## config.mk

```make
export PLATFORM = sky130hd
export DESIGN_NAME = rly_bus_if
export DESIGN_NICKNAME = d
export VERILOG_FILES = /design/src/rly_pkg.sv /design/src/rly_bus_if.sv /design/src/rly_pin_sync.sv
export SDC_FILE = /design/constraint.sdc
export NUM_CORES = 1
export LEC_CHECK = 0
export CAP_MARGIN = 20
export CORE_MARGIN = 2
export CORE_UTILIZATION = 51
export CTS_CLUSTER_SIZE = 14
export DETAILED_ROUTE_END_ITERATION = 12
export DONT_BUFFER_PORTS = 1
export PLACE_DENSITY = 0.78
export SLEW_MARGIN = 40
export SYNTH_ARGS = -nofsm -noshare
export SYNTH_HDL_FRONTEND = slang
export SYNTH_SLANG_ARGS = --single-unit
```

## constraint.sdc

```tcl
create_clock -name pclk -period 2.78 [get_ports pclk]
set_input_delay 0.556 -clock pclk [delete_from_list [all_inputs] [get_ports pclk]]
set_output_delay 0.556 -clock pclk [all_outputs]
set_load 0.1 [all_outputs]
```

## src/rly_pkg.sv

```systemverilog
/*
  Shared constants of the relay board bus interface: expansion bus address
  layout, APB register map, field positions, reset values and timing.
  Assumes a 250 MHz pclk; nothing else outside.
*/
package rly_pkg;
  localparam int unsigned RLY_NIBBLE_W = 4;
  localparam int unsigned RLY_RELAYS = 8;
  localparam int unsigned RLY_SIX_RELAYS = 6;
  localparam int unsigned RLY_IDX_W = 3;
  localparam int unsigned RLY_CODE_W = 3;
  localparam int unsigned RLY_JMP_W = 3;
  // Jumper vector order: [2]=z (pair 5-6), [1]=y (pair 3-4), [0]=x (pair 1-2)
  localparam int unsigned RLY_JMP_Z = 2;
  localparam int unsigned RLY_JMP_Y = 1;
  localparam int unsigned RLY_JMP_X = 0;
  // Fixed upper bits of the first two address nibbles
  localparam logic [2:0] RLY_ADR_FIXED = 3'h0;
  // Write nibble layout
  localparam int unsigned RLY_WR_ON = 0;
  localparam int unsigned RLY_WR_IDX_LO = 1;
  localparam int unsigned RLY_WR_IDX_HI = 3;
  // APB map
  localparam int unsigned RLY_ADDR_W = 12;
  localparam logic [11:0] RLY_CTRL_OFS = 12'h000;
  localparam logic [11:0] RLY_STAT_OFS = 12'h004;
  localparam int unsigned RLY_CTRL_CODE_LO = 0;
  localparam int unsigned RLY_CTRL_CODE_HI = 2;
  localparam int unsigned RLY_CTRL_SIX = 3;
  localparam int unsigned RLY_STAT_SEL = 0;
  localparam int unsigned RLY_STAT_JMP_LO = 4;
  localparam int unsigned RLY_STAT_JMP_HI = 6;
  localparam int unsigned RLY_STAT_RLY_LO = 8;
  localparam int unsigned RLY_STAT_RLY_HI = 15;
  localparam logic [2:0] RLY_CODE_RST = 3'h0;
  localparam logic RLY_SIX_RST = 1'b0;
  localparam logic [31:0] RLY_ZERO_WORD = 32'h0000_0000;
  // Activity indicator pulse length
  localparam int unsigned RLY_CLK_KHZ = 250_000;
  localparam int unsigned RLY_ACT_MS = 20;
  localparam int unsigned RLY_ACT_CYCLES = RLY_ACT_MS * RLY_CLK_KHZ;
  localparam int unsigned RLY_ACT_W = 23;
endpackage

```

## src/rly_bus_if.sv

```systemverilog
/*
  Relay board logic on the multi-board expansion ribbon bus: address match,
  nibble relay writes, coil sink and indicator drive, plus an APB slave for
  the factory code, board variant and status.
  Assumes bus strobes are active-high levels from pins, held long enough
  to pass the synchroniser, with data stable around each strobe.
*/
// Local design decisions: the APB register port and the register addresses.
// What this block does
// - Board matches only 000z 000y pppx; code plus jumpers give 64 addresses.
// - Jumper bit is 1 when open, 0 when fitted; z 5-6, y 3-4, x 1-2.
// - Selected write: D3..D1 pick the relay, D0 switches it on or off.
// - Any number of writes act while selected, without resending address.
// - Independent relays 0 to 7 (0 to 5 on the six-relay variant), each holding its last state.
// - Six-relay variant lights each indicator exactly while its coil drives.
// - Address nibbles of successive address cycles are compared; select on match.
// - Eight-relay board pulses one activity indicator on own address match.
// - Selection may change any time; no minimum spacing between accesses. Here only one strobe edge per pclk cycle is taken.
`timescale 1ns/1ps
`default_nettype none
module rly_bus_if
  import rly_pkg::*;
#(
  parameter int unsigned ACT_CYCLES = rly_pkg::RLY_ACT_CYCLES
) (
  input wire logic pclk,
  input wire logic presetn,
  input wire logic psel,
  input wire logic penable,
  input wire logic pwrite,
  input wire logic [rly_pkg::RLY_ADDR_W-1:0] paddr,
  input wire logic [31:0] pwdata,
  output logic [31:0] prdata,
  output logic pready,
  output logic pslverr,
  input wire logic bus_reset_cmd,
  input wire logic first_address_cycle,
  input wire logic second_address_cycle,
  input wire logic third_address_cycle,
  input wire logic data_write_cycle,
  input wire logic [rly_pkg::RLY_NIBBLE_W-1:0] bus_data,
  input wire logic [rly_pkg::RLY_JMP_W-1:0] address_jumper_block,
  output logic [rly_pkg::RLY_RELAYS-1:0] coil_sink,
  output logic [rly_pkg::RLY_RELAYS-1:0] coil_indicator,
  output logic activity_led
);
  import rly_pkg::*;

  localparam int unsigned STB_W = 5;
  localparam int unsigned STB_RST = 0;
  localparam int unsigned STB_A0 = 1;
  localparam int unsigned STB_A1 = 2;
  localparam int unsigned STB_A2 = 3;
  localparam int unsigned STB_WR = 4;
  localparam logic [RLY_ACT_W-1:0] ACT_LOAD = RLY_ACT_W'(ACT_CYCLES - 1);
  localparam logic [RLY_ACT_W-1:0] ACT_ZERO = '0;

  logic [STB_W-1:0] stb_level;
  logic [STB_W-1:0] stb_rise;
  logic [RLY_NIBBLE_W-1:0] data_s;
  logic [RLY_JMP_W-1:0] jmp_s;

  rly_pin_sync #(.W(STB_W)) u_stb_sync (
    .pclk(pclk),
    .presetn(presetn),
    .pin({data_write_cycle, third_address_cycle, second_address_cycle,
          first_address_cycle, bus_reset_cmd}),
    .level(stb_level),
    .rise(stb_rise)
  );
  rly_pin_sync #(.W(RLY_NIBBLE_W + RLY_JMP_W)) u_dat_sync (
    .pclk(pclk),
    .presetn(presetn),
    .pin({address_jumper_block, bus_data}),
    .level({jmp_s, data_s}),
    .rise()
  );

  // Expected address nibble for a given cycle
  function automatic logic [RLY_NIBBLE_W-1:0] adr_nibble(
    input logic [RLY_NIBBLE_W-2:0] hi,
    input logic bit0
  );
    adr_nibble = {hi, bit0};
  endfunction

  // Control and status state
  logic [RLY_CODE_W-1:0] factory_code;
  logic six_variant;
  logic first_ok;
  logic second_ok;
  logic selected;
  logic [RLY_RELAYS-1:0] relay_state;
  logic [RLY_ACT_W-1:0] act_cnt;
  logic [RLY_CODE_W-1:0] next_factory_code;
  logic next_six_variant;
  logic next_first_ok;
  logic next_second_ok;
  logic next_selected;
  logic [RLY_RELAYS-1:0] next_relay_state;
  logic [RLY_ACT_W-1:0] next_act_cnt;
  logic next_activity_led;
  logic [RLY_RELAYS-1:0] next_coil_indicator;
  logic [31:0] next_prdata;
  logic next_pready;
  logic next_pslverr;

  logic apb_access;
  logic apb_commit;
  logic hit_ctrl;
  logic hit_stat;
  logic third_match;
  logic [RLY_IDX_W-1:0] wr_idx;
  logic [RLY_NIBBLE_W-1:0] want_a0;
  logic [RLY_NIBBLE_W-1:0] want_a1;
  logic [RLY_NIBBLE_W-1:0] want_a2;

  always_comb begin
    apb_access = psel && penable;
    apb_commit = apb_access && pready;
    hit_ctrl = (paddr == RLY_CTRL_OFS);
    hit_stat = (paddr == RLY_STAT_OFS);
    want_a0 = adr_nibble(RLY_ADR_FIXED, jmp_s[RLY_JMP_Z]);
    want_a1 = adr_nibble(RLY_ADR_FIXED, jmp_s[RLY_JMP_Y]);
    want_a2 = adr_nibble(factory_code, jmp_s[RLY_JMP_X]);
    third_match = first_ok && second_ok && (data_s == want_a2);
    wr_idx = data_s[RLY_WR_IDX_HI:RLY_WR_IDX_LO];

    next_factory_code = factory_code;
    next_six_variant = six_variant;
    next_first_ok = first_ok;
    next_second_ok = second_ok;
    next_selected = selected;
    next_relay_state = relay_state;
    next_act_cnt = (act_cnt != ACT_ZERO) ? act_cnt - 1'b1 : ACT_ZERO;

    if (apb_commit && pwrite && hit_ctrl) begin
      next_factory_code = pwdata[RLY_CTRL_CODE_HI:RLY_CTRL_CODE_LO];
      next_six_variant = pwdata[RLY_CTRL_SIX];
    end

    // One strobe edge acts per pclk, in priority reset, A0, A1, A2, write; a lower edge rising in the same cycle is lost
    if (stb_level[STB_RST]) begin
      next_first_ok = 1'b0;
      next_second_ok = 1'b0;
      next_selected = 1'b0;
      next_relay_state = '0;
    end else if (stb_rise[STB_A0]) begin
      next_first_ok = (data_s == want_a0);
      next_second_ok = 1'b0;
      next_selected = 1'b0;
    end else if (stb_rise[STB_A1]) begin
      next_second_ok = first_ok && (data_s == want_a1);
      next_selected = 1'b0;
    end else if (stb_rise[STB_A2]) begin
      // A lone third cycle reuses the prefix matched before
      next_selected = third_match;
      if (third_match && !six_variant) begin
        next_act_cnt = ACT_LOAD;
      end
    end else if (stb_rise[STB_WR] && selected) begin
      // Selection stays, so writes repeat freely
      if (!six_variant || (32'(wr_idx) < RLY_SIX_RELAYS)) begin
        next_relay_state[wr_idx] = data_s[RLY_WR_ON];
      end
    end
    if (next_six_variant) begin
      next_relay_state[RLY_RELAYS-1:RLY_SIX_RELAYS] = '0;
    end

    next_activity_led = (next_act_cnt != ACT_ZERO);
    next_coil_indicator = next_six_variant ? next_relay_state : '0;

    // One wait state, then the answer with registered read data
    next_pready = apb_access && !pready;
    next_pslverr = apb_access && !pready && !(hit_ctrl || hit_stat);
    next_prdata = RLY_ZERO_WORD;
    if (apb_access && !pready && !pwrite) begin
      if (hit_ctrl) begin
        next_prdata[RLY_CTRL_CODE_HI:RLY_CTRL_CODE_LO] = factory_code;
        next_prdata[RLY_CTRL_SIX] = six_variant;
      end else if (hit_stat) begin
        next_prdata[RLY_STAT_SEL] = selected;
        next_prdata[RLY_STAT_JMP_HI:RLY_STAT_JMP_LO] = jmp_s;
        next_prdata[RLY_STAT_RLY_HI:RLY_STAT_RLY_LO] = relay_state;
      end
    end
  end

  always_ff @(posedge pclk or negedge presetn) begin
    if (!presetn) begin
      factory_code <= RLY_CODE_RST;
      six_variant <= RLY_SIX_RST;
      first_ok <= 1'b0;
      second_ok <= 1'b0;
      selected <= 1'b0;
      relay_state <= '0;
      act_cnt <= ACT_ZERO;
      activity_led <= 1'b0;
      coil_sink <= '0;
      coil_indicator <= '0;
      prdata <= RLY_ZERO_WORD;
      pready <= 1'b0;
      pslverr <= 1'b0;
    end else begin
      factory_code <= next_factory_code;
      six_variant <= next_six_variant;
      first_ok <= next_first_ok;
      second_ok <= next_second_ok;
      selected <= next_selected;
      relay_state <= next_relay_state;
      act_cnt <= next_act_cnt;
      activity_led <= next_activity_led;
      coil_sink <= next_relay_state;
      coil_indicator <= next_coil_indicator;
      prdata <= next_prdata;
      pready <= next_pready;
      pslverr <= next_pslverr;
    end
  end
endmodule
`default_nettype wire

```

## src/rly_pin_sync.sv

```systemverilog
/*
  Two-flop synchroniser for a group of expansion bus pins, with a rising
  edge pulse per bit taken from the synchronised level.
  Assumes asynchronous pin inputs and an active-low asynchronous reset.
*/
`timescale 1ns/1ps
`default_nettype none
module rly_pin_sync #(
  parameter int unsigned W = 1
) (
  input wire logic pclk,
  input wire logic presetn,
  input wire logic [W-1:0] pin,
  output logic [W-1:0] level,
  output logic [W-1:0] rise
);
  logic [W-1:0] meta;
  logic [W-1:0] sync;
  logic [W-1:0] prev;
  always_ff @(posedge pclk or negedge presetn) begin
    if (!presetn) begin
      meta <= '0;
      sync <= '0;
      prev <= '0;
    end else begin
      meta <= pin;
      sync <= meta;
      prev <= sync;
    end
  end
  assign level = sync;
  assign rise = sync & ~prev;
endmodule
`default_nettype wire

```

==> results.md, run 1 <==
| Parameter | Value | Unit |
|:---|:---|:---|
| Leakage | 2.07 | nW |
| First-pass iteration count of the detailed router | 4 | - |
| Clock period minus final worst setup slack | 2610 | ps |
| H-Tree Depth | 3 | - |
| Total I/O pin count | 112 | - |
| Type of the setup path with the least slack | reg2reg | - |
| Top Family by Delay on Critical Path | simple AND/OR/NAND/NOR gates | - |
| Post-synthesis sequential area ratio | 59.9 | % |
| Starting DRC count in detailed routing | 164 | - |
| Final std cells w/o fill | 456 | - |
| Setup Slack @ Placement | 70.7 | ps |
| Clock edge transition at the registers on the reported setup and hold paths | 90 | ps |
| Global-route met3 utilization | 5.01 | % |
| Ant diodes | 0 | - |
| CTS Buf Count | 9 | - |
| Grt met2 use | 31.6 | % |
| Cell count after placement | 439 | - |
| Achievable clock frequency | 0.383 | GHz |
| Met1 routing resource usage after global routing | 23.5 | % |
| Maximum clock path buffer count | 2 | - |
| Crit path max fanout | 10 | - |
| Per-cell via count in the routed design | 5.46 | - |
| Worst slew margin relative to its limit | 40.7 | % |
| Clock Skews | 10.6 | ps |
| Number of buffers and inverters on the critical path | 0 | - |
| DRC viols | 0 | - |
| Largest net degree at the start of global routing | 93 | - |
| Share of synthesized registers carrying an async set or reset | 100 | % |
| Via count of the first global-routing pass | 2535 | - |
| Worst Slack Setup Final | 166 | ps |
| Library cells used by synthesis | 45 | - |
| Total Die Area | 8250 | um^2 |
| Maximum ir drop on the vdd rail | 0.000600 | V |
| Routed wirelength normalized by instance count | 15.9 | um |
| Leading post-synthesis cells by instance count | 92 x sky130_fd_sc_hd__dfrtp_1, 31 x sky130_fd_sc_hd__nor2_1, 22 x sky130_fd_sc_hd__o21ai_0 | - |
| TNS Setup | 0 | ps |
| Summed instance area of the synthesized netlist | 3840 | um^2 |
| Gate count after technology mapping | 335 | - |
| Die Wd | 90.8 | um |
| Starting Density | 52.7 | % |
| Setup crit end kind | flip-flop | - |
| Tot GR Track Use | 19.2 | % |
| Count of warnings emitted by yosys | 0 | - |
| Run status | complete, no violations | - |
| Chip height | 90.8 | um |
| RSZ-0062 raised after global routing | false | - |
| Cell with the most instances on the worst path | sky130_fd_sc_hd__or4_4 | - |
| Hold Vio Cnt, Final | 0 | - |
| Fraction of final layout cells sized beyond drive strength 1 | 16.5 | % |
| Data required time of the worst path | 3010 | ps |
| CP Launch Type | flip-flop | - |
| Port bufs | 0 | - |
| Worst skew pair latency | 360 | ps |
| EDFF count, synth | 0 | - |
| Master of the slowest instance on the critical path | sky130_fd_sc_hd__or4_4 | - |
| Critical Path, Cell by Cell | or4_4 > or3_4 > or4_4 > o31ai_4 > nor2_2 > nor4_2 > o211ai_1 | - |
| WP data arrival | 2850 | ps |
| Area growth from synthesis to layout | 10.8 | % |
| Final RePlAce weighted congestion | 0.888 | - |
| Post-detailed-placement half-perimeter wirelength | 5070 | um |
| Nets@finish | 414 | - |
| CTS tree | yes | - |
| Worst hold slack after final layout | 88.1 | ps |
| Core Box Area | 7290 | um^2 |
| Root buffer cell | sky130_fd_sc_hd__clkbuf_8 | - |
| Routed WL | 7270 | um |
| Number of antenna violations at the first check in global routing | 0 | - |
| Proportion of netlist area held by the largest area contributor | 59.9 | % |
| Tightest Hold Check Type | in2async | - |
| R2R setup slack | 170 | ps |
| Pwr dens | 780 | nW/um^2 |
| # rows | 31 | - |
| Gr busiest metal | met2 | - |
| Mean instance size in the synthesized netlist | 11.5 | um^2 |
| Cell types with the largest area share after synthesis | sky130_fd_sc_hd__dfrtp_1 60%, sky130_fd_sc_hd__buf_4 3.3%, sky130_fd_sc_hd__nor2_1 3.0% | - |
| Yosys top cell by area | sky130_fd_sc_hd__dfrtp_1 | - |
| Slew @ Worst Pin | 890 | ps |
| GRT Residual Overflow | 0 | - |
| Setup-failing EPs final | 0 | - |
| Number of maximum-capacitance constraint violations | 0 | - |
| Main flop type after synthesis | sky130_fd_sc_hd__dfrtp_1 | - |
| Final antenna-violating net count | 0 | - |
| First-pass GRT wire length | 12300 | um |
| Count of final max-slew check failures | 0 | - |
| Final cycle utilization of the critical path | 94.0 | % |
| Sinks on the clock net | 92 | - |
| Routed vias | 2491 | - |
| Most numerous cell in the Yosys netlist | sky130_fd_sc_hd__dfrtp_1 | - |
| FF+latch count, synth | 92 | - |
| Max stage delay on crit path | 560 | ps |
power by group:
part           switching (mW)  leakage (nW)  total, mW  internal [mW]
logic                   0.509         0.762      0.839          0.330
clock network           0.477         0.113       1.02          0.539
registers              0.0669          1.20       1.47           1.40
layer usage:
layer,share of wire [%],up-vias
met5,0,-
met1,42,1264
li1,-,1152
met2,51,62
met3,5.1,13
met4,1.7,0
state kept, by name (all words and copies together), names as in the netlist, 3 cells and up:
| signal | cells |
|---|---|
| u_stb_sync.level | 5 |
| u_dat_sync.level | 7 |
| act_cnt | 23 |
| u_stb_sync.meta | 5 |
| factory_code | 3 |
| u_stb_sync.prev | 4 |
| u_dat_sync.meta | 7 |
| relay_state | 8 |
| coil_indicator | 8 |
| prdata | 15 |
logic make-up (layout without fill, tap and decap cells):
logic type                 after synthesis  in the layout  share of synthesized area (%)
and+or+nand+nor                        130            130                           19.3
DFF                                     92             92                           59.9
AOI/OAI and AO/OA                       40             40                           6.67
buffers and inverters                   36             40                           5.18
xor gates and xnor gates                22             22                           5.01
muxes                                   13             13                           3.48
adders and majority gates                1              1                          0.325
other                                    1             19                         0.0976
layout by cell type (no fill, tap or decap), types with 3 or more instances in the layout:
cell,instances
sky130_fd_sc_hd__and2_1,17
sky130_fd_sc_hd__nor4_2,4
sky130_fd_sc_hd__nand3_1,7
sky130_fd_sc_hd__dfrtp_2,10
sky130_fd_sc_hd__buf_4,15
sky130_fd_sc_hd__conb_1,19
sky130_fd_sc_hd__nor2b_1,4
sky130_fd_sc_hd__dfrtp_1,82
sky130_fd_sc_hd__mux2_2,3
sky130_fd_sc_hd__inv_1,8
sky130_fd_sc_hd__or4_1,3
sky130_fd_sc_hd__xor2_1,11
sky130_fd_sc_hd__nand4_1,3
sky130_fd_sc_hd__nor4_1,7
sky130_fd_sc_hd__nor3b_1,4
sky130_fd_sc_hd__clkbuf_8,10
sky130_fd_sc_hd__mux2i_1,10
sky130_fd_sc_hd__nor3_1,17
sky130_fd_sc_hd__xnor2_1,11
sky130_fd_sc_hd__nand2_1,16
sky130_fd_sc_hd__o21ai_0,22
sky130_fd_sc_hd__nor2_1,31
sky130_fd_sc_hd__nand4b_1,3
through the flow:
stage / power (mW) / instance area, um^2 / utilization [%]
floorplan: 2.13 / 3910 / -
global placement: 2.25 / 3980 / 54.6
detailed placement: 2.28 / 3990 / 54.7
CTS: 3.32 / 4250 / 58.3
global route: 3.51 / 4260 / 58.4
finish: 3.32 / 4260 / 58.4
timing repair:
action / 4_1_cts / 5_1_grt
resized for setup: 0 / 3
endpoints found under the hold margin: 92 / 0
hold buffers: 1 / 0
setup endpoints to repair: 0 / 1
buffers inserted: 0 / 0
cell type report:
type | count | area, um^2
well taps | 99 | 124
multi-input cells | 225 | 1420
clock buffers | 10 | 138
inverters | 8 | 30.0
repair buffers | 16 | 140
flip-flops and latches | 92 | 2310
fillers | 597 | 3030
clock inverters | 6 | 93.8
path summary, 6_finish.rpt:
path | start | to | depth (start not counted)
min in group pclk | bus_data[2] | u_dat_sync.meta[2]$_DFF_PN0_ | 0
worst min-delay path | presetn | act_cnt[17]$_DFF_PN0_ | 1
worst max register to register | act_cnt[18]$_DFF_PN0_ | activity_led$_DFF_PN0_ | 7
worst max-delay path | act_cnt[18]$_DFF_PN0_ | activity_led$_DFF_PN0_ | 7
max in group asynchronous | presetn | prdata[5]$_DFF_PN0_ | 1
worst min register to register | u_dat_sync.meta[6]$_DFF_PN0_ | u_dat_sync.level[6]$_DFF_PN0_ | 0
Power figures use the tool's default switching activity.
==> run 2: changes to the inputs <==
CORE_MARGIN = 10   (was 2)
SYNTH_HIERARCHICAL = 1   (was default)
==> run 2 against run 1 <==
Net effect:
- setup slack better by 43 ps
- final area grew 1.0%
- global-route usage fell by 4.6 points
- via count grew 2.8%
- sequential power fell by 5%
- first-iteration DRC count grew 9.1%
- sequential share of layout area shrank 0.36 points
- critical endpoint unchanged
==> results.md, run 2 <==
| Parameter | Value | Unit | Delta |
|:---|:---|:---|:---|
| Run status | complete, no violations | - | unchanged |
| First-pass iteration count of the detailed router | 4 | - | unchanged |
| Sequential fraction of design power | 57.1 | % | was 44.2% |
| Clock period minus final worst setup slack | 2570 | ps | was 2610 ps |
| DRC viols | 0 | - | unchanged |
| CTS Buf Count | 9 | - | unchanged |
| Achievable clock frequency | 0.389 | GHz | was 0.383 GHz |
| Per-cell via count in the routed design | 5.59 | - | was 5.46 |
| Number of cells traversed by the worst register-to-register path | 8 | - | was 7 |
| WP data arrival | 2790 | ps | was 2850 ps |
| Worst hold slack after final layout | 92.3 | ps | was 88.1 ps |
| Clock Skews | 8.25 | ps | was 10.6 ps |
| Root buffer cell | sky130_fd_sc_hd__clkbuf_8 | - | unchanged |
| Sinks on the clock net | 92 | - | unchanged |
| Number of antenna violations at the first check in global routing | 0 | - | unchanged |
| Data required time of the worst path | 3000 | ps | was 3010 ps |
| Count of final max-slew check failures | 0 | - | unchanged |
| Post-detailed-placement half-perimeter wirelength | 5940 | um | was 5070 um |
| Leakage | 2.04 | nW | was 2.07 nW |
| Setup-failing EPs final | 0 | - | unchanged |
| RSZ-0062 raised after global routing | false | - | unchanged |
| Core Box Area | 7690 | um^2 | was 7290 um^2 |
| Final cycle utilization of the critical path | 92.5 | % | was 94.0% |
| Overall power consumption | 2.44 | mW | was 3.32 mW |
| Tightest Hold Check Type | in2async | - | unchanged |
| Worst skew pair latency | 360 | ps | about the same |
| Fillers | 653 | - | was 597 |
| Reported net switching power | 0.706 | mW | was 1.05 mW |
| Ant diodes | 0 | - | unchanged |
| Die Wd | 109 | um | was 90.8 um |
| Clock network fraction of design power | 35.9 | % | was 30.6% |
| Mean instance size in the synthesized netlist | 11.5 | um^2 | about the same |
| Number of buffers inserted to repair setup after CTS | 0 | - | unchanged |
| Worst slew margin relative to its limit | 41.3 | % | was 40.7% |
| Most frequent cells in the layout | 76 x sky130_fd_sc_hd__dfrtp_1, 30 x sky130_fd_sc_hd__nor2_1, 19 x sky130_fd_sc_hd__conb_1, 17 x sky130_fd_sc_hd__and2_1 | - | was 82 x sky130_fd_sc_hd__dfrtp_1, 31 x sky130_fd_sc_hd__nor2_1, 22 x sky130_fd_sc_hd__o21ai_0, 19 x sky130_fd_sc_hd__conb_1 |
| Tot GR Track Use | 14.6 | % | was 19.2% |
| Clock edge transition at the registers on the reported setup and hold paths | 100 | ps | was 90 ps |
| Worst r2r dst | activity_led$_DFF_PN0_ | - | unchanged |
| Flip-flop count of the largest register, all copies and words added | 23 | - | unchanged |
| Chip height | 109 | um | was 90.8 um |
| Type of the setup path with the least slack | reg2reg | - | unchanged |
| H-Tree Depth | 3 | - | unchanged |
| Maximum clock path buffer count | 2 | - | unchanged |
| First-pass GRT wire length | 13600 | um | was 12300 um |
| Total I/O pin count | 112 | - | unchanged |
| Number of maximum-capacitance constraint violations | 0 | - | unchanged |
| Total Die Area | 11800 | um^2 | was 8250 um^2 |
| R2r startpoint | act_cnt[1]$_DFF_PN0_ | - | was act_cnt[18]$_DFF_PN0_ |
| Final core utilization | 56.0 | % | was 58.4% |
| Final RePlAce weighted congestion | 0.893 | - | was 0.888 |
| Maximum ir drop on the vdd rail | 0.000495 | V | was 0.000600 V |
| CP Launch Type | flip-flop | - | unchanged |
| Starting Density | 52.0 | % | was 52.7% |
| Fraction of final layout cells sized beyond drive strength 1 | 18.0 | % | was 16.5% |
| Gate count after technology mapping | 347 | - | was 335 |
| Final antenna-violating net count | 0 | - | unchanged |
| Pwr dens | 568 | nW/um^2 | was 780 nW/um^2 |
| Starting DRC count in detailed routing | 179 | - | was 164 |
| Largest net degree at the start of global routing | 93 | - | unchanged |
| Crit path max fanout | 9 | - | was 10 |
| Int Power | 1.74 | mW | was 2.27 mW |
| GRT Residual Overflow | 0 | - | unchanged |
| Most frequent standard cell in the layout excluding fill and tap cells | sky130_fd_sc_hd__dfrtp_1 | - | unchanged |
| Beginning of the critical path | act_cnt[1]$_DFF_PN0_ | - | was act_cnt[18]$_DFF_PN0_ |
| Nets@finish | 413 | - | was 414 |
| R2R setup slack | 210 | ps | was 170 ps |
| Capture point of the worst path | activity_led$_DFF_PN0_ | - | unchanged |
| Slew @ Worst Pin | 881 | ps | was 890 ps |
| Share of total power consumed by net switching | 28.9 | % | was 31.7% |
| TNS Setup | 0 | ps | unchanged |
| Share of total power in combinational logic | 7.0 | % | was 25.2% |
| Count of warnings emitted by yosys | 6 | - | was 0 |
| Setup crit end kind | flip-flop | - | unchanged |
| Regs by FF count | act_cnt (23), prdata (15) | - | unchanged |
| Routed vias | 2561 | - | was 2491 |
| CTS tree | yes | - | unchanged |
| Via count of the first global-routing pass | 2641 | - | was 2535 |
| Hold Vio Cnt, Final | 0 | - | unchanged |
| Summed instance area of the synthesized netlist | 4000 | um^2 | was 3840 um^2 |
| Routed WL | 8290 | um | was 7270 um |
| Area growth from synthesis to layout | 7.60 | % | was 10.8% |
| Port bufs | 0 | - | unchanged |
| Routed wirelength normalized by instance count | 18.1 | um | was 15.9 um |
| Register with the most flip-flops | act_cnt | - | unchanged |
| # rows | 32 | - | was 31 |
run 2: layer usage:
layer	global-route usage [%]	share of wire (%)	vias up
li1	-	-	1190
met1	18.0	43	1264
met2	23.1	48	90
met3	5.00	7.5	17
met4	5.84	1.8	0
met5	0	0	-
run 2: final cells by class:
| type | instances | area, um^2 | area share [%] |
|---|---|---|---|
| sequential | 92 | 2320 | 54.0 |
| tap | 102 | 128 | 2.97 |
| clock inverter | 7 | 78.8 | 1.83 |
| clock buffer | 9 | 124 | 2.88 |
| inverter | 4 | 17.5 | 0.407 |
| timing repair buffer | 8 | 80.1 | 1.86 |
| multi-input combinational | 236 | 1550 | 36.1 |
run 2: critical path: stages, from the launching register on:
cell,delay (ps)
sky130_fd_sc_hd__dfrtp_1,470
sky130_fd_sc_hd__inv_1,110
sky130_fd_sc_hd__ha_1,340
sky130_fd_sc_hd__nor3b_4,410
sky130_fd_sc_hd__nand4_1,160
sky130_fd_sc_hd__xor2_1,240
sky130_fd_sc_hd__nand3_1,100
sky130_fd_sc_hd__nor4_1,380
sky130_fd_sc_hd__a41oi_1,210
run 2: what timing repair did:
item                                    4_1_cts  5_1_grt
hold endpoints to repair                     92        0
hold buffers                                  1        0
resized for setup                             0        1
endpoints found under the setup margin        0        1
run 2: power by group through the flow:
stage | Sequential (mW) | Combinational, mW | Clock [mW]
finish | 1.40 | 0.171 | 0.876
global route | 1.40 | 0.182 | 0.960
CTS | 1.40 | 0.172 | 0.901
detailed placement | 1.42 | 0.141 | 0
global placement | 1.42 | 0.140 | 0
floorplan | 1.42 | 0.149 | 0
run 2: metrics by stage:
stage | cell area (um^2) | cells | setup slack [ps]
3_3_place_gp | 4050 | 441 | 284
4_1_cts | 4290 | 458 | 167
3_5_place_dp | 4060 | 441 | 176
5_1_grt | 4300 | 458 | 49.1
2_1_floorplan | 4070 | 365 | 465
6_report | 4300 | 458 | 209
run 2: worst min path at each step:
stage | startpoint | endpoint | slack, ps | cells after the start
5_1_grt | presetn | u_stb_sync/meta[0]$_DFF_PN0_ | 110 | 1
3_3_place_gp | presetn | u_stb_sync/meta[0]$_DFF_PN0_ | 260 | 0
4_1_cts | presetn | u_stb_sync/meta[0]$_DFF_PN0_ | 110 | 1
3_5_place_dp | presetn | u_stb_sync/meta[0]$_DFF_PN0_ | 260 | 0
2_1_floorplan | presetn | act_cnt[0]$_DFF_PN0_ | 260 | 0
6_report | presetn | coil_indicator[2]$_DFF_PN0_ | 90 | 1
